File: config.mk
export PLATFORM = sky130hd
export DESIGN_NAME = sfcs_serial_unit
export DESIGN_NICKNAME = d
export VERILOG_FILES = /design/src/shared/sfcs_pkg.sv /design/src/shared/sfcs_baud_if.sv /design/src/core/sfcs_baud_gen.sv /design/src/core/sfcs_serial_unit.sv
export SDC_FILE = /design/constraint.sdc
export NUM_CORES = 1
export LEC_CHECK = 0
export BUFFER_PORTS_ARGS = -buffer_cell sky130_fd_sc_hd__buf_4
export CORE_ASPECT_RATIO = 1.25
export CORE_MARGIN = 3
export CORE_UTILIZATION = 40
export CTS_CLUSTER_DIAMETER = 150
export CTS_CLUSTER_SIZE = 28
export DETAILED_ROUTE_END_ITERATION = 16
export GPL_TIMING_DRIVEN = 0
export MAX_ROUTING_LAYER = met4
export PLACE_DENSITY = 0.68
export SLEW_MARGIN = 40
export SYNTH_ARGS = -nofsm -noshare
export SYNTH_HDL_FRONTEND = slang
export SYNTH_SLANG_ARGS = --single-unit
File: constraint.sdc
create_clock -name clk_in -period 5.6 [get_ports clk_in]
set_input_delay 0.56 -clock clk_in [delete_from_list [all_inputs] [get_ports clk_in]]
set_output_delay 0.56 -clock clk_in [all_outputs]
set_load 0.05 [all_outputs]
File: src/shared/sfcs_pkg.sv
// Purpose: shared constants and types for the serial format and clock select block
// Assumes: 8-bit character buffers, 16 sample pulses per asynchronous bit
// Notes:   the design's timing counts, prescaler limits and reset values live here
package sfcs_pkg;
    // ==========================================
    // timing counts
    localparam logic [3:0] OVS_LAST     = 4'hF;   // 16 pulses per async bit
    localparam logic [3:0] SAMPLE_PULSE = 4'h7;   // eighth pulse, bit centre
    localparam logic [3:0] CLK_HI_PHASE = 4'h8;   // output clock rises at centre
    localparam logic [3:0] SYNC_BITS    = 4'h8;
    localparam logic [3:0] RX_SHIFT_W   = 4'hA;
    // ==========================================
    // prescaler limits for prescale select 0..3 (divide by 1, 4, 16, 64)
    localparam logic [5:0] PRESC_LIM0   = 6'h00;
    localparam logic [5:0] PRESC_LIM1   = 6'h03;
    localparam logic [5:0] PRESC_LIM2   = 6'h0F;
    localparam logic [5:0] PRESC_LIM3   = 6'h3F;
    // ==========================================
    // reset values
    localparam logic [11:0] TX_SHIFT_RST = 12'hFFF;  // mark level
    localparam logic [9:0]  RX_SHIFT_RST = 10'h000;
    localparam logic [7:0]  BYTE_RST     = 8'h00;
    localparam logic [3:0]  CNT_RST      = 4'h0;

    typedef logic [7:0] sfcs_byte_t;
    typedef enum logic [1:0] {RX_IDLE, RX_START, RX_BITS} sfcs_rx_state_t;
endpackage

File: src/shared/sfcs_baud_if.sv
// Purpose: link between the serial core and its baud rate generator
// Assumes: one clock domain
// Notes:   tick is a one-cycle pulse
`timescale 1ns/1ps
interface sfcs_baud_if;
    logic [1:0] prescale;
    logic [7:0] divisor;
    logic       tick;
    modport gen  (input prescale, input divisor, output tick);
    modport user (output prescale, output divisor, input tick);
endinterface

File: src/core/sfcs_baud_gen.sv
// Purpose: baud rate generator, prescaler then divide by divisor plus one
// Assumes: settings stable while traffic runs
// Notes:   tick period is the prescale ratio (1, 4, 16, 64) * (divisor + 1) clock cycles
`timescale 1ns/1ps
module sfcs_baud_gen (
    input  wire logic clk_in,
    input  wire logic reset_in,
    sfcs_baud_if.gen  baud
);
    import sfcs_pkg::*;

    logic [5:0] pre_reg, pre_next, pre_lim;
    logic [7:0] div_reg, div_next;
    logic       tick_reg, tick_next;

    // ==========================================
    // prescaler and divider
    always_comb begin
        case (baud.prescale)
            2'h0:    pre_lim = PRESC_LIM0;
            2'h1:    pre_lim = PRESC_LIM1;
            2'h2:    pre_lim = PRESC_LIM2;
            default: pre_lim = PRESC_LIM3;
        endcase
        pre_next  = pre_reg + 6'h01;
        div_next  = div_reg;
        tick_next = 1'b0;
        // >= guards a limit lowered mid-count
        if (pre_reg >= pre_lim) begin
            pre_next = 6'h00;
            div_next = div_reg + 8'h01;
            if (div_reg >= baud.divisor) begin
                div_next  = 8'h00;
                tick_next = 1'b1;
            end
        end
    end

    always_ff @(posedge clk_in) begin
        if (reset_in) begin
            pre_reg  <= 6'h00;
            div_reg  <= 8'h00;
            tick_reg <= 1'b0;
        end else begin
            pre_reg  <= pre_next;
            div_reg  <= div_next;
            tick_reg <= tick_next;
        end
    end

    assign baud.tick = tick_reg;
endmodule

File: src/core/sfcs_serial_unit.sv
// Purpose: serial_comm_unit core with mode, format and clock source selection
// Assumes: config inputs change only while tx and rx are disabled
// Notes:   internal sync clock toggles once per generator tick
// Notes on behaviour
// - sync mode fixed eight bits, no extras
// - sync receive reports only overrun
// - sync internal clock drives clock pin
// - sync external clock shifts on pin
// - bit 6 picks mode, bit 1 source
// - async internal: bit 0 enables clock out
// - async external takes 16x pin clock
// - twelve async formats from four bits
// - async characters framed start and stop
// - transmitter and receiver independent apart from the shared sync clock
// - both directions double buffered
// - line idles high, low starts character
// - start, data lsb first, extra, stops
// - receiver aligns to start falling edge
// - sample each bit on eighth pulse
// - prescale 1/4/16/64 then divisor plus one
// - divisor 0..255, 16x async, 2x sync
`timescale 1ns/1ps
module sfcs_serial_unit (
    input  wire logic               clk_in,
    input  wire logic               reset_in,
    input  wire logic               sync_mode_in,
    input  wire logic               char_length_sel_in,
    input  wire logic               parity_enable_in,
    input  wire logic               parity_odd_in,
    input  wire logic               stop_two_in,
    input  wire logic               multiproc_format_enable_in,
    input  wire logic               clock_source_external_in,
    input  wire logic               clock_pin_output_sel_in,
    input  wire logic [1:0]         prescale_select_in,
    input  wire sfcs_pkg::sfcs_byte_t bit_rate_reg_in,
    input  wire logic               tx_enable_in,
    input  wire logic               rx_enable_in,
    input  wire sfcs_pkg::sfcs_byte_t tx_data_in,
    input  wire logic               tx_mpb_in,
    input  wire logic               tx_write_in,
    input  wire logic               rx_read_in,
    input  wire logic               error_clear_in,
    input  wire logic               rxd_in,
    input  wire logic               sck_in,
    output logic                    txd_out,
    output logic                    sck_out,
    output logic                    sck_oe_n_out,
    output logic                    tx_empty_out,
    output logic                    tx_end_out,
    output sfcs_pkg::sfcs_byte_t    rx_data_out,
    output logic                    multiproc_bit_out,
    output logic                    rx_full_out,
    output logic                    overrun_flag_out,
    output logic                    framing_error_out,
    output logic                    parity_error_out
);
    import sfcs_pkg::*;

    sfcs_baud_if baud ();
    sfcs_baud_gen u_baud (.clk_in(clk_in), .reset_in(reset_in), .baud(baud));
    assign baud.prescale = prescale_select_in;
    assign baud.divisor  = bit_rate_reg_in;

    // ==========================================
    // pin synchronisers and clock edges
    logic rxd_s1_reg, rxd_s2_reg, rxd_prev_reg, sck_s1_reg, sck_s2_reg, sck_prev_reg;
    always_ff @(posedge clk_in) begin
        if (reset_in) begin
            {rxd_s1_reg, rxd_s2_reg, rxd_prev_reg} <= 3'h7;
            {sck_s1_reg, sck_s2_reg, sck_prev_reg} <= 3'h7;
        end else begin
            {rxd_s1_reg, rxd_s2_reg, rxd_prev_reg} <= {rxd_in, rxd_s1_reg, rxd_s2_reg};
            {sck_s1_reg, sck_s2_reg, sck_prev_reg} <= {sck_in, sck_s1_reg, sck_s2_reg};
        end
    end

    logic ext_rise, ext_fall, async_tick, sync_rise, sync_fall, sck_run;
    logic sck_int_reg, sck_int_next;
    logic [3:0] ovs_reg, ovs_next;
    // internal sync clock idles high; only runs while there is traffic
    always_comb begin
        ext_rise     = sck_s2_reg & ~sck_prev_reg;
        ext_fall     = ~sck_s2_reg & sck_prev_reg;
        async_tick   = clock_source_external_in ? ext_rise : baud.tick;
        sync_rise    = clock_source_external_in ? ext_rise
                                                : (baud.tick & ~sck_int_reg);
        sync_fall    = clock_source_external_in ? ext_fall
                                                : (baud.tick & sck_int_reg & sck_run);
        sck_int_next = sck_int_reg;
        if (baud.tick && (sck_run || !sck_int_reg) && sync_mode_in)
            sck_int_next = ~sck_int_reg;
        ovs_next = async_tick ? ovs_reg + 4'h1 : ovs_reg; // free-running 16x phase
    end

    // ==========================================
    // clock pin function
    logic sck_out_next, sck_oe_n_next;
    always_comb begin
        sck_out_next  = 1'b1;
        sck_oe_n_next = 1'b1;
        if (!clock_source_external_in) begin
            if (sync_mode_in) begin
                sck_out_next  = sck_int_next;
                sck_oe_n_next = 1'b0;
            end else if (clock_pin_output_sel_in) begin
                sck_out_next  = (ovs_reg >= CLK_HI_PHASE);
                sck_oe_n_next = 1'b0;
            end
        end
    end

    always_ff @(posedge clk_in) begin
        if (reset_in) begin
            sck_int_reg  <= 1'b1;
            ovs_reg      <= CNT_RST;
            sck_out      <= 1'b1;
            sck_oe_n_out <= 1'b1;
        end else begin
            sck_int_reg  <= sck_int_next;
            ovs_reg      <= ovs_next;
            sck_out      <= sck_out_next;
            sck_oe_n_out <= sck_oe_n_next;
        end
    end

    // ==========================================
    // format decode
    logic [3:0] dlen, tx_len, rx_len;
    logic       xbit;
    always_comb begin
        dlen   = (sync_mode_in || !char_length_sel_in) ? SYNC_BITS : 4'h7;
        xbit   = !sync_mode_in && (parity_enable_in || multiproc_format_enable_in);
        tx_len = sync_mode_in ? SYNC_BITS
                              : 4'h2 + dlen + {3'h0, xbit} + {3'h0, stop_two_in};
        rx_len = sync_mode_in ? SYNC_BITS : dlen + {3'h0, xbit} + 4'h1;
    end

    // ==========================================
    // transmitter: holding buffer plus shifter
    logic [7:0]  tx_buf_reg, tx_buf_next;
    logic        tx_mpb_reg, tx_mpb_next, tx_empty_next, tx_end_next, txd_next;
    logic [11:0] tx_shift_reg, tx_shift_next;
    logic [3:0]  tx_left_reg, tx_left_next;
    logic        tx_started_reg, tx_started_next, tx_load;
    logic [10:0] body;
    always_comb begin
        tx_buf_next     = tx_buf_reg;
        tx_mpb_next     = tx_mpb_reg;
        tx_empty_next   = tx_empty_out;
        tx_shift_next   = tx_shift_reg;
        tx_left_next    = tx_left_reg;
        tx_started_next = tx_started_reg;
        tx_load         = 1'b0;
        body            = 11'h7FF;
        for (int i = 0; i < 8; i++)
            if (i < dlen) body[i] = tx_buf_reg[i];
        if (xbit)
            body[dlen] = multiproc_format_enable_in ? tx_mpb_reg
                                                    : (^(tx_buf_reg & ~(8'hFF << dlen)) ^ parity_odd_in);
        if (tx_left_reg != CNT_RST) begin
            if (sync_mode_in) begin
                if (sync_fall) begin
                    tx_started_next = 1'b1;
                    if (tx_started_reg) tx_shift_next = {1'b1, tx_shift_reg[11:1]};
                end
                if (sync_rise) tx_left_next = tx_left_reg - 4'h1;
            end else if (async_tick && ovs_reg == OVS_LAST) begin
                tx_shift_next = {1'b1, tx_shift_reg[11:1]};
                tx_left_next  = tx_left_reg - 4'h1;
            end
        end
        // next character loads when the previous one ends, keeping characters back to back
        if (tx_left_next == CNT_RST && !tx_empty_out &&
            ((sync_mode_in && tx_left_reg == CNT_RST) || (async_tick && ovs_reg == OVS_LAST))) begin
            tx_load         = 1'b1;
            tx_empty_next   = 1'b1;
            tx_started_next = 1'b0;
            tx_left_next    = tx_len;
            tx_shift_next   = sync_mode_in ? {4'hF, tx_buf_reg}
                                           : {body, 1'b0};
        end
        if (tx_write_in && tx_empty_out) begin // full buffer ignores writes
            tx_buf_next   = tx_data_in;
            tx_mpb_next   = tx_mpb_in;
            tx_empty_next = 1'b0;
        end
        if (!tx_enable_in) begin
            tx_empty_next = 1'b1;
            tx_left_next  = CNT_RST;
            tx_shift_next = TX_SHIFT_RST;
        end
        txd_next    = tx_shift_next[0];
        // sync keeps its last bit a cycle, as the pin clock rises then
        if (tx_left_next == CNT_RST && (tx_left_reg == CNT_RST || !sync_mode_in))
            txd_next = 1'b1;
        tx_end_next = (tx_left_next == CNT_RST) && tx_empty_next;
    end

    always_ff @(posedge clk_in) begin
        if (reset_in) begin
            tx_buf_reg     <= BYTE_RST;
            tx_mpb_reg     <= 1'b0;
            tx_empty_out   <= 1'b1;
            tx_end_out     <= 1'b1;
            tx_shift_reg   <= TX_SHIFT_RST;
            tx_left_reg    <= CNT_RST;
            tx_started_reg <= 1'b0;
            txd_out        <= 1'b1;
        end else begin
            tx_buf_reg     <= tx_buf_next;
            tx_mpb_reg     <= tx_mpb_next;
            tx_empty_out   <= tx_empty_next;
            tx_end_out     <= tx_end_next;
            tx_shift_reg   <= tx_shift_next;
            tx_left_reg    <= tx_left_next;
            tx_started_reg <= tx_started_next;
            txd_out        <= txd_next;
        end
    end

    // ==========================================
    // receiver, independent of the transmitter
    sfcs_rx_state_t rx_state_reg, rx_state_next;
    logic [3:0] rx_sub_reg, rx_sub_next, rx_cnt_reg, rx_cnt_next;
    logic [9:0] rx_shift_reg, rx_shift_next, aligned;
    logic [7:0] rx_data_next;
    logic       rx_ok, rx_done, rx_full_next, mpb_next, ovr_next, fer_next, per_next;
    always_comb begin
        rx_ok         = rx_enable_in && !overrun_flag_out && !framing_error_out && !parity_error_out;
        rx_state_next = rx_state_reg;
        rx_sub_next   = async_tick ? rx_sub_reg + 4'h1 : rx_sub_reg;
        rx_cnt_next   = rx_cnt_reg;
        rx_shift_next = rx_shift_reg;
        rx_done       = 1'b0;
        case (rx_state_reg)
            RX_IDLE: begin
                if (rx_ok && sync_mode_in) begin
                    rx_state_next = RX_BITS;
                    rx_cnt_next   = CNT_RST;
                end else if (rx_ok && !rxd_s2_reg && rxd_prev_reg) begin
                    rx_state_next = RX_START;
                    rx_sub_next   = CNT_RST;
                end
            end
            RX_START: begin
                if (async_tick && rx_sub_reg == SAMPLE_PULSE) begin
                    rx_state_next = rxd_s2_reg ? RX_IDLE : RX_BITS;
                    rx_cnt_next   = CNT_RST;
                end
            end
            RX_BITS: begin
                if (sync_mode_in ? sync_rise : (async_tick && rx_sub_reg == SAMPLE_PULSE)) begin
                    rx_shift_next = {rxd_s2_reg, rx_shift_reg[9:1]};
                    rx_cnt_next   = rx_cnt_reg + 4'h1;
                    if (rx_cnt_next == rx_len) begin
                        rx_done       = 1'b1;
                        rx_cnt_next   = CNT_RST;
                        rx_state_next = sync_mode_in ? RX_BITS : RX_IDLE;
                    end
                end
            end
            default: rx_state_next = RX_IDLE;
        endcase
        if (!rx_ok) rx_state_next = RX_IDLE;
        aligned = rx_shift_next >> (RX_SHIFT_W - rx_len);
    end

    // flags: a hardware set wins over a same-cycle clear
    always_comb begin
        rx_data_next = rx_data_out;
        mpb_next     = multiproc_bit_out;
        rx_full_next = rx_full_out && !rx_read_in;
        ovr_next     = overrun_flag_out && !error_clear_in;
        fer_next     = framing_error_out && !error_clear_in;
        per_next     = parity_error_out && !error_clear_in;
        if (rx_done) begin
            if (rx_full_next) ovr_next = 1'b1;
            else if (!sync_mode_in && !aligned[rx_len - 4'h1]) fer_next = 1'b1;
            else if (!sync_mode_in && parity_enable_in && !multiproc_format_enable_in &&
                     (^(aligned & ~(10'h3FF << (dlen + 4'h1))) != parity_odd_in)) per_next = 1'b1;
            else begin
                rx_full_next = 1'b1;
                rx_data_next = aligned[7:0] & ~(8'hFF << dlen);
                mpb_next     = xbit && multiproc_format_enable_in && aligned[dlen];
            end
        end
    end

    always_ff @(posedge clk_in) begin
        if (reset_in) begin
            rx_state_reg      <= RX_IDLE;
            rx_sub_reg        <= CNT_RST;
            rx_cnt_reg        <= CNT_RST;
            rx_shift_reg      <= RX_SHIFT_RST;
            rx_data_out       <= BYTE_RST;
            multiproc_bit_out <= 1'b0;
            rx_full_out       <= 1'b0;
            overrun_flag_out  <= 1'b0;
            framing_error_out <= 1'b0;
            parity_error_out  <= 1'b0;
        end else begin
            rx_state_reg      <= rx_state_next;
            rx_sub_reg        <= rx_sub_next;
            rx_cnt_reg        <= rx_cnt_next;
            rx_shift_reg      <= rx_shift_next;
            rx_data_out       <= rx_data_next;
            multiproc_bit_out <= mpb_next;
            rx_full_out       <= rx_full_next;
            overrun_flag_out  <= ovr_next;
            framing_error_out <= fer_next;
            parity_error_out  <= per_next;
        end
    end

    // internal sync clock stops on a full receive buffer unless a character is being sent
    assign sck_run = (tx_left_reg != CNT_RST) ||
                     (sync_mode_in && rx_state_reg == RX_BITS && !rx_full_out);
endmodule

Word level (Yosys, flattened, before mapping)
Cells that the tools add are included.

Latch bits: 0. Output and inout port bits: 18. Memories: 0. Logic and storage cells: 254. ROM bits: 0. Bits of input ports: 36. Register bits: 90. Bits in writable memories: 0.

Mux-type cells: 84. Multiply operators: 0. $add $sub $neg: 14. Shift operators: 3. Reduce and logical (&&, ||, !) cells: 72. Equality and inequality tests: 15. Bitwise gates (word level): 20. Order comparisons: 14. Div/mod/pow operators: 0.

Operators by type and width (count): 12-bit 2-to-1 mux (7); 4-bit 2-to-1 mux (17); 1-bit 2-to-1 mux (42); 1-bit logical AND (30); 4-bit by 1-bit adder with 4-bit output, second input constant (5); 10-bit 2-to-1 mux (2); 6-bit one-hot mux with 3 select lines (1); 8-bit AND (2); 3-bit by 4-bit less-than comparator with 1-bit output, first input constant (4); 4-bit AND reduction (4); 2-bit 2-to-1 mux (7); 2-bit OR reduction (7); 1-bit zero test (13); 4-bit by 1-bit adder with 4-bit output (3); 4-bit zero test (3); 4-bit one-hot mux with 3 select lines (1); 11-bit bitwise mux (1); 11-bit 2-to-1 mux (1); 10-bit AND (1); 4-bit by 5-bit less-than comparator with 1-bit output, second input constant (2); 10-bit inverter (1); 10-bit XOR reduction (1); 10-bit by 4-bit << shifter with 10-bit output, first input constant (1); 10-bit by 4-bit >> shifter with 10-bit output (1); 36 further kinds (65).

Logic depth before layout (Yosys ltp)
Gate-level depths: netlist (run 1).

Depth in word-level cells: 16. Gate-level depth with buffers: 20.

Modules after synthesis
A second synthesis (run 1) with hierarchy kept.

Cells, all modules: 658. Area, all modules: 5477.8 um2.

By module, submodules not included: sfcs_serial_unit (sequential area each 1501.4 um2, times used 1, cells an instance 536, area each 4394.2 um2); sfcs_baud_gen (sequential area each 300.3 um2, times used 1, cells an instance 122, area each 1083.5 um2).

Worst setup path after synthesis (run 1)
OpenSTA, ideal clock, no wires.

Path type: input port to flip-flop. From: input port sync_mode_in. To: register rx_data_out[4]. Slack: 681 ps. Library setup time: 95 ps. Data arrival time: 4824 ps. Buffers on the path: 5. Data required time: 5505 ps. Cell stages on the path: 19. Path through: clkbuf_1 buf_1 clkbuf_1 nor2_1 ha_1 buf_2 nand2_1 inv_2 o2111a_2 a221o_1 buf_6 o221a_1 mux4_2 a21boi_0 a211oi_2 xnor2_2 xnor2_2 or4_1 o311ai_1.

Word-level cells in the longest chain between the ends: 13. Elaborated cells on any way between the ends: 36. Classes of those cells: add/sub (5); eq/ne (2); shift (3); mux (10); bitwise (6); reduce/logical (10).

RTL lines: start: declaration (RTL line sfcs_serial_unit.sv:26) `input wire logic sync_mode_in,`; 1-bit logical OR or 1-bit zero test (tied branches); 4-bit 2-to-1 mux or 1-bit logical AND (tied branches) (RTL line sfcs_serial_unit.sv:131, sfcs_serial_unit.sv:132); 4-bit by 1-bit adder with 4-bit output (2 in a row) (RTL line sfcs_serial_unit.sv:135) `rx_len = sync_mode_in ? SYNC_BITS : dlen + {3'h0, xbit} + 4'h1;`; 4-bit 2-to-1 mux (RTL line sfcs_serial_unit.sv:135); 4-bit subtractor (RTL line sfcs_serial_unit.sv:265) `aligned = rx_shift_next >> (RX_SHIFT_W - rx_len);`; 10-bit by 4-bit >> shifter with 10-bit output (RTL line sfcs_serial_unit.sv:265); 1-bit binary-select mux with 4-bit select or 10-bit AND (tied branches) (RTL line sfcs_serial_unit.sv:278, sfcs_serial_unit.sv:280); 1-bit 2-to-1 mux (implied by the code) or 10-bit XOR reduction (tied branches) (RTL line sfcs_serial_unit.sv:278, sfcs_serial_unit.sv:280); 1-bit zero test or 1-bit inequality test (tied branches) (RTL line sfcs_serial_unit.sv:278, sfcs_serial_unit.sv:280); 1-bit logical AND, on equally long branches (RTL line sfcs_serial_unit.sv:278, sfcs_serial_unit.sv:279); 1-bit inverter (no source line); 4-bit AND reduction (no source line); end signal: assignment (RTL line sfcs_serial_unit.sv:306) `rx_data_out <= rx_data_next;`; end: declaration (RTL line sfcs_serial_unit.sv:50) `output sfcs_pkg::sfcs_byte_t rx_data_out,`.

Parallel ways exist; a longest one is shown, timed or not. The select of a mux whose other input is x is not followed. A chain may end at the register's enable or synchronous reset.

Final worst setup path (run 1)
From: input port sync_mode_in. To: register rx_data_out[7].

The elaborated chain is that of the path after synthesis.

==> results.cfg, run 1 <==
[status]
status = complete, no violations

[timing]
worst_pin_slew_ns = 0.691
rsz0062_at_grt = no
hold_viol = 0
period_minus_slack_ns = 5.06
skew_ns = 0.00630
fmax_mhz = 198
min_period_over_period = 0.904
setup_violations = 0
drv_slew = 0
setup_tns_ns = 0
maxSlewHeadroom = 0.539

[cells_and_area]
multi_input_comb_area_um2 = 3200
drive_gt1_frac = 0.159
regArea_um2 = 1800
largest_reg_flops = 12
syn2layout_area_growth_pct = 17.2
layout_commonest_cell = dfxtp_1
diodes = 0
nFillCells = 1240
final_cell_mix = 90 x dfxtp_1, 66 x nand2_1, 60 x nor2_1
num-nets-final = 753
fin_util = 0.481

[clock_network]
cts_hold_buf = 0
path_clk_slew_ns = 0.07
cts_htree_levels = 3
cts_tree = done
post_cts_buffers = 0
clk_path_buf_depth = 2
clk_latency_ns = 0.34
cts_root_buf = clkbuf_16
cts_resized = 0
numCtsBuffers = 9
clock_sinks = 90

[critical_path]
crit_path_end = rx_data_out[7]
cp.required_ns = 5.84
crit_fanout = 19
crit_cells = 19
critPathLaunchType = primary input
cp.arrival_ns = 5.30
crit_slowest_cell = mux4_2
path_class = primary input to register
slowest_delay_ns = 0.53
path_delay_family = compound AO/OA/AOI/OAI gates
reg2reg_depth = 12
regToRegSetupSlack_ns = 1.76
setup.worst_path.start = sync_mode_in
critPathBufInv = 6
r2r_end = rx_data_out[7]
r2r_start = u_baud.baud.tick
end_kind = register
crit_chain = buf_4 > clkbuf_1 > clkbuf_2 > nor2_1 > ha_1 > buf_2 > nand2_1 > inv_2 > o2111a_2 > a221o_1 > buf_6 > o221a_1 > mux4_2 > a21boi_0 > a211oi_2 > xnor2_2 > xor2_1 > nor2_2 > o41ai_1

[synth]
synth_flop_cell = dfxtp_1
synth_compound_area_frac = 0.180
synth_area_per_cell_um2 = 8.35
syn-instance-count = 628
synth_top_family_by_area = simple AND/OR/NAND/NOR gates
yosysSeqAreaShare = 0.344
synth-simple-area-share = 0.225
synth_xor_area_frac = 0.0694
synthAdderAreaFrac = 0.0635
async_reset_ff_frac = 0
synth_warnings = 0
synth_edf_count = 0
netlist.area_leader.share = 0.344
netlist_area_um2 = 5240
netlist_top_cells_area = dfxtp_1 34%, ha_1 6.0%, mux2i_1 4.8%
muxShareOfSynthArea = 0.0735
ys_ff_latch = 90
yosysUniqueCellTypes = 71
synth_fp_nets = 690
synth_top_area_cell = dfxtp_1

[pwr]
intPower_mw = 1.11
p_leak_nw = 2.52
seq_power_share = 0.428
pwr-share-comb = 0.177
switching_power_mw = 0.443
power_density_nw_per_um2 = 253
ir_worst_vdd_v = 0.000155
power_switching_share = 0.285
p_clk_frac = 0.395

[hold_path]
min_from = sck_s1_reg
worstHoldPathType = register to register

[global_route]
antenna_found_initial = 0
grt_max_degree = 16
grt_use_total = 0.189
overflow = 0
grt_pass1_vias = 4635
grt_pass1_wl_mm = 21.6

[place]
dpl.hpwl_mm = 10.1
routabilityCongestion = 0.891
portBuffers = 53

[detailed_routing]
detail-route-antenna-nets = 0
wire_per_inst_um = 15.3
wirelength_mm = 13.2
detail_route.vias_per_cell = 5.49
firstDrtPassIters = 4
drt_iter0_drc = 252
drc = 0
vias = 4742

[floorplanning]
die_w_um = 108
fp.coreArea_um2 = 12800
die-area_um2 = 14500
die_h_um = 134
ios = 54
rows = 46
start_util = 0.410

[flow_run]
cap_viol_max_count = 0
## cell type report
type                       instances  area share
multi-input combinational        478       0.521
sequential                        90       0.293
timing repair buffer              53      0.0648
clock buffer                      10      0.0373
tap                              168      0.0342
inverter                          32      0.0196
buffer                            27      0.0189
clock inverter                     6      0.0106
## power groups by stage
stage | clock network [mW] | registers (mW) | logic (mW)
final | 0.614 | 0.665 | 0.276
after global routing | 0.644 | 0.666 | 0.303
after CTS | 0.622 | 0.665 | 0.277
after detailed placement | 0 | 0.680 | 0.275
after global placement | 0 | 0.679 | 0.270
after floorplan | 0 | 0.681 | 0.195
## through the flow
stage / setup WS (ns) / instances / instance area, um^2 / power [mW] / hold WS (ns)
finish: 0.540 / 864 / 6140 / 1.56 / 0.409
global route: 0.158 / 864 / 6140 / 1.61 / 0.407
CTS: 0.0105 / 865 / 6150 / 1.56 / 0.404
detailed placement: -0.307 / 849 / 5850 / 0.955 / 0.395
global placement: -0.301 / 849 / 5850 / 0.950 / 0.396
floorplan: 0.681 / 628 / 5240 / 0.876 / 0.389
## cells in the mapped netlist (all sizes together) (3+ instances only)
| cell | instances |
|---|---|
| or2 | 9 |
| o221ai | 6 |
| nand2 | 66 |
| clkbuf | 21 |
| dfxtp | 90 |
| nand4 | 10 |
| nor2b | 6 |
| mux2i | 25 |
| ha | 25 |
| o221a | 4 |
| inv | 32 |
| buf | 7 |
| nand3b | 3 |
| o211ai | 3 |
| o21ai | 26 |
| or3 | 3 |
| a32oi | 6 |
| and3 | 9 |
| a21o | 10 |
| nand4b | 3 |
| a21oi | 42 |
| nand2b | 13 |
| or4 | 5 |
| o22ai | 6 |
| a211oi | 4 |
| xor2 | 18 |
| nand3 | 26 |
| nor3 | 9 |
| nor4 | 5 |
| o41ai | 4 |
| a31oi | 6 |
| xnor2 | 21 |
| nor2 | 61 |
| mux2 | 10 |
| a22oi | 6 |
## routing by layer
| layer | track usage | up-vias | part of all wire |
|---|---|---|---|
| met2 | 0.321 | 108 | 0.51 |
| met5 | - | - | 0 |
| met4 | 0.0779 | 0 | 0.020 |
| met3 | 0.0332 | 28 | 0.044 |
| met1 | 0.217 | 2231 | 0.43 |
| li1 | - | 2375 | - |
## worst min-delay path by stage
stage,endpoint,depth (start not counted),slack [ns]
6_report,sck_s2_reg,1,0.41
3_3_place_gp,sck_s2_reg,1,0.40
3_5_place_dp,sck_s2_reg,1,0.40
2_1_floorplan,rxd_s2_reg,1,0.39
5_1_grt,sck_s1_reg,2,0.41
4_1_cts,sck_s1_reg,2,0.40
## logic make-up (layout without fill, tap and decap cells)
family / count (synthesis) / in the layout
and+or+nand+nor: 238 / 238
AOI/OAI and AO/OA: 139 / 139
DFF: 90 / 90
buffers and inverters: 60 / 128
xor gates and xnor gates: 39 / 39
muxes: 36 / 36
adders and majority gates: 26 / 26
(Power assumes the default switching activity.)
==> inputs of run 2 (changes only) <==
--- a/config.mk
+++ b/config.mk
@@ -5,6 +5,7 @@
 export SDC_FILE = /design/constraint.sdc
 export NUM_CORES = 1
 export LEC_CHECK = 0
+export ABC_AREA = 1
 export BUFFER_PORTS_ARGS = -buffer_cell sky130_fd_sc_hd__buf_4
 export CORE_ASPECT_RATIO = 1.25
 export CORE_MARGIN = 3
@@ -15,6 +16,7 @@
 export GPL_TIMING_DRIVEN = 0
 export MAX_ROUTING_LAYER = met4
 export PLACE_DENSITY = 0.68
+export REMOVE_ABC_BUFFERS = 1
 export SLEW_MARGIN = 40
 export SYNTH_ARGS = -nofsm -noshare
 export SYNTH_HDL_FRONTEND = slang
==> run 2 against run 1 <==
Effect of this change: final cell count increased by 13%; wire length down 11%; critical path depth up 4; flip-flop and latch count did not move; clock power grew 1%; register-to-register slack improved by 0.78 ns; design area shrank 0.75%; combinational power down 4%; sequential share of layout area rose by 0.22 points; first-iteration DRC count decreased by 14%; die area grew 1.2%; core utilization decreased by 0.58 points.
==> results.cfg, run 2 <==
[synth]
netlist_area_um2 = 5310
async_reset_ff_frac = 0
netlist_top_cells_area = dfxtp_1 34%, nand2_1 11%, nand3_1 9.1%
syn-instance-count = 768
yosysUniqueCellTypes = 43
synth_flop_cell = dfxtp_1
yosysSeqAreaShare = 0.339
yosys-top-cells-count = 155 x nand2_1, 97 x nand3_1, 90 x dfxtp_1
ys_ff_latch = 90
synth_top_area_cell = dfxtp_1
synth_area_per_cell_um2 = 6.92
synth_edf_count = 0
synth_warnings = 0
netlist.area_leader.share = 0.339
yosysMostFrequentCell = nand2_1

[pwr]
ir_worst_vdd_v = 0.000129
p_leak_nw = 2.81
power_density_nw_per_um2 = 255
power_mw = 1.56

[cells_and_area]
diodes = 0
final_cells = 979
num-nets-final = 868
drive_gt1_frac = 0.145
finish.instance_area_um2 = 6100
largest_reg_flops = 12
nFillCells = 1326
syn2layout_area_growth_pct = 14.8
final_cell_mix = 155 x nand2_1, 97 x nand3_1, 90 x dfxtp_1
layout_commonest_cell = nand2_1

[timing]
maxSlewHeadroom = 0.535
fmax_mhz = 207
period_minus_slack_ns = 4.84
rsz0062_at_grt = no
setup_slack_ns = 0.759
drv_slew = 0
hold_viol = 0
setup_tns_ns = 0
worst_pin_slew_ns = 0.695
min_period_over_period = 0.864
setup_violations = 0
skew_ns = 0.00988

[detailed_routing]
drc = 0
vias = 4907
detail-route-antenna-nets = 0
wire_per_inst_um = 12.1
detail_route.vias_per_cell = 5.01
drt_iter0_drc = 217
wirelength_mm = 11.8
firstDrtPassIters = 5

[hold_path]
min_from = rxd_in
worstHoldPathType = primary input to register

[critical_path]
path_delay_family = buffers and inverters
crit_slowest_cell = ha_2
cp.arrival_ns = 5.12
reg2reg_depth = 21
crit_chain = buf_4 > clkinvlp_4 > o21ai_0 > inv_1 > ha_1 > inv_1 > nor2_4 > inv_2 > ha_2 > inv_1 > nand3_1 > nand3_1 > nand2_1 > inv_2 > nand3_1 > o21ai_1 > nand2_1 > nand2_2 > a21oi_4 > nand2_1 > nand2_1 > nand2_1 > nor2_1
regToRegSetupSlack_ns = 2.54
path_class = primary input to register
crit_path_end = rx_data_out[7]
crit_cells = 23
critPathBufInv = 7
r2r_end = rx_data_out[7]
cp.required_ns = 5.88
r2r_start = rx_sub_reg[0]
critPathLaunchType = primary input
crit_fanout = 22
end_kind = register
setup.worst_path.start = sync_mode_in
worst_path_most_repeated_cell = nand2_1
slowest_delay_ns = 0.62

[flow_run]
cap_viol_max_count = 0

[global_route]
overflow = 0
grt_pass1_wl_mm = 19.9
antenna_found_initial = 0
grt_use_total = 0.171
grt_max_degree = 31
grt_pass1_vias = 4370

[clock_network]
clk_path_buf_depth = 2
clk_latency_ns = 0.34
cts_htree_levels = 3
clock_sinks = 90
path_clk_slew_ns = 0.07
cts_root_buf = clkbuf_16
numCtsBuffers = 9
cts_tree = done

[floorplanning]
start_util = 0.414
die_w_um = 109
die_h_um = 135
rows = 46
ios = 54
fp.coreArea_um2 = 12800
die-area_um2 = 14700

[place]
pre_cts_ws_ns = -0.140
dpl.hpwl_mm = 8.59
portBuffers = 53
place_inst = 962
dpl_cell_area_um2 = 5770
routabilityCongestion = 0.901

[status]
status = complete, no violations
-- run 2: cell count changes after synthesis, moves of 9 or more --
cell / delta
xnor2_1: -13
a21o_1: -10
inv_1: +56
nand3_1: +71
nand2_2: +11
clkbuf_1: -9
mux2_2: -10
nand2_1: +89
nand2b_1: -13
nor2_1: +15
o21ai_0: +18
mux2i_1: -25
-- run 2: per-layer routing --
layer / part of all wire / vias to the layer above / GRT usage
met3: 0.043 / 12 / 0.0258
met1: 0.45 / 2197 / 0.222
met5: 0 / - / -
met2: 0.49 / 73 / 0.267
met4: 0.015 / 0 / 0.0660
li1: - / 2625 / -
-- run 2: logic make-up (layout without fill, tap and decap cells) --
| group | count (synthesis) | after routing | share of synthesized area |
|---|---|---|---|
| AO/OA/AOI/OAI | 115 | 115 | 0.123 |
| XOR/XNOR | 16 | 16 | 0.0264 |
| adder cells (fa/ha/maj) | 26 | 26 | 0.0626 |
| buffers and inverters | 120 | 163 | 0.0942 |
| flip-flops | 90 | 90 | 0.339 |
| AND/OR/NAND/NOR | 401 | 401 | 0.355 |
-- run 2: area by class of cell --
class | instances | area (um^2) | share of cell area
well taps | 168 | 210 | 0.0345
repair buffers | 54 | 405 | 0.0665
clock buffers | 13 | 260 | 0.0427
flip-flops and latches | 90 | 1800 | 0.296
inverters | 93 | 353 | 0.0579
clock inverters | 3 | 46.3 | 0.00759
multi-input cells | 558 | 3020 | 0.495
-- run 2: how the worst min path moves through the flow --
stage / endpoint / slack (ns) / depth (start not counted)
global route: sck_s1_reg / 0.40 / 2
CTS: sck_s1_reg / 0.39 / 2
floorplan: rxd_s2_reg / 0.39 / 1
detailed placement: rxd_s2_reg / 0.39 / 1
global placement: sck_s2_reg / 0.39 / 1
finish: rxd_s1_reg / 0.40 / 2
-- run 2: through the flow --
stage / util / hold slack, ns
after floorplan: - / 0.389
after global placement: 0.450 / 0.392
after detailed placement: 0.450 / 0.393
after CTS: 0.474 / 0.394
after global routing: 0.475 / 0.397
final: 0.475 / 0.401
-- run 2: where the power goes --
group	leakage [nW]	internal (mW)	switching [mW]
registers	0.731	0.657	0.0133
logic	1.94	0.0935	0.170
clock network	0.146	0.372	0.249
-- run 2: timing repair --
item	4_1_cts	5_1_grt
endpoints found under the setup margin	0	11
buffers inserted	0	0
hold buffers	0	0
resized for setup	0	3
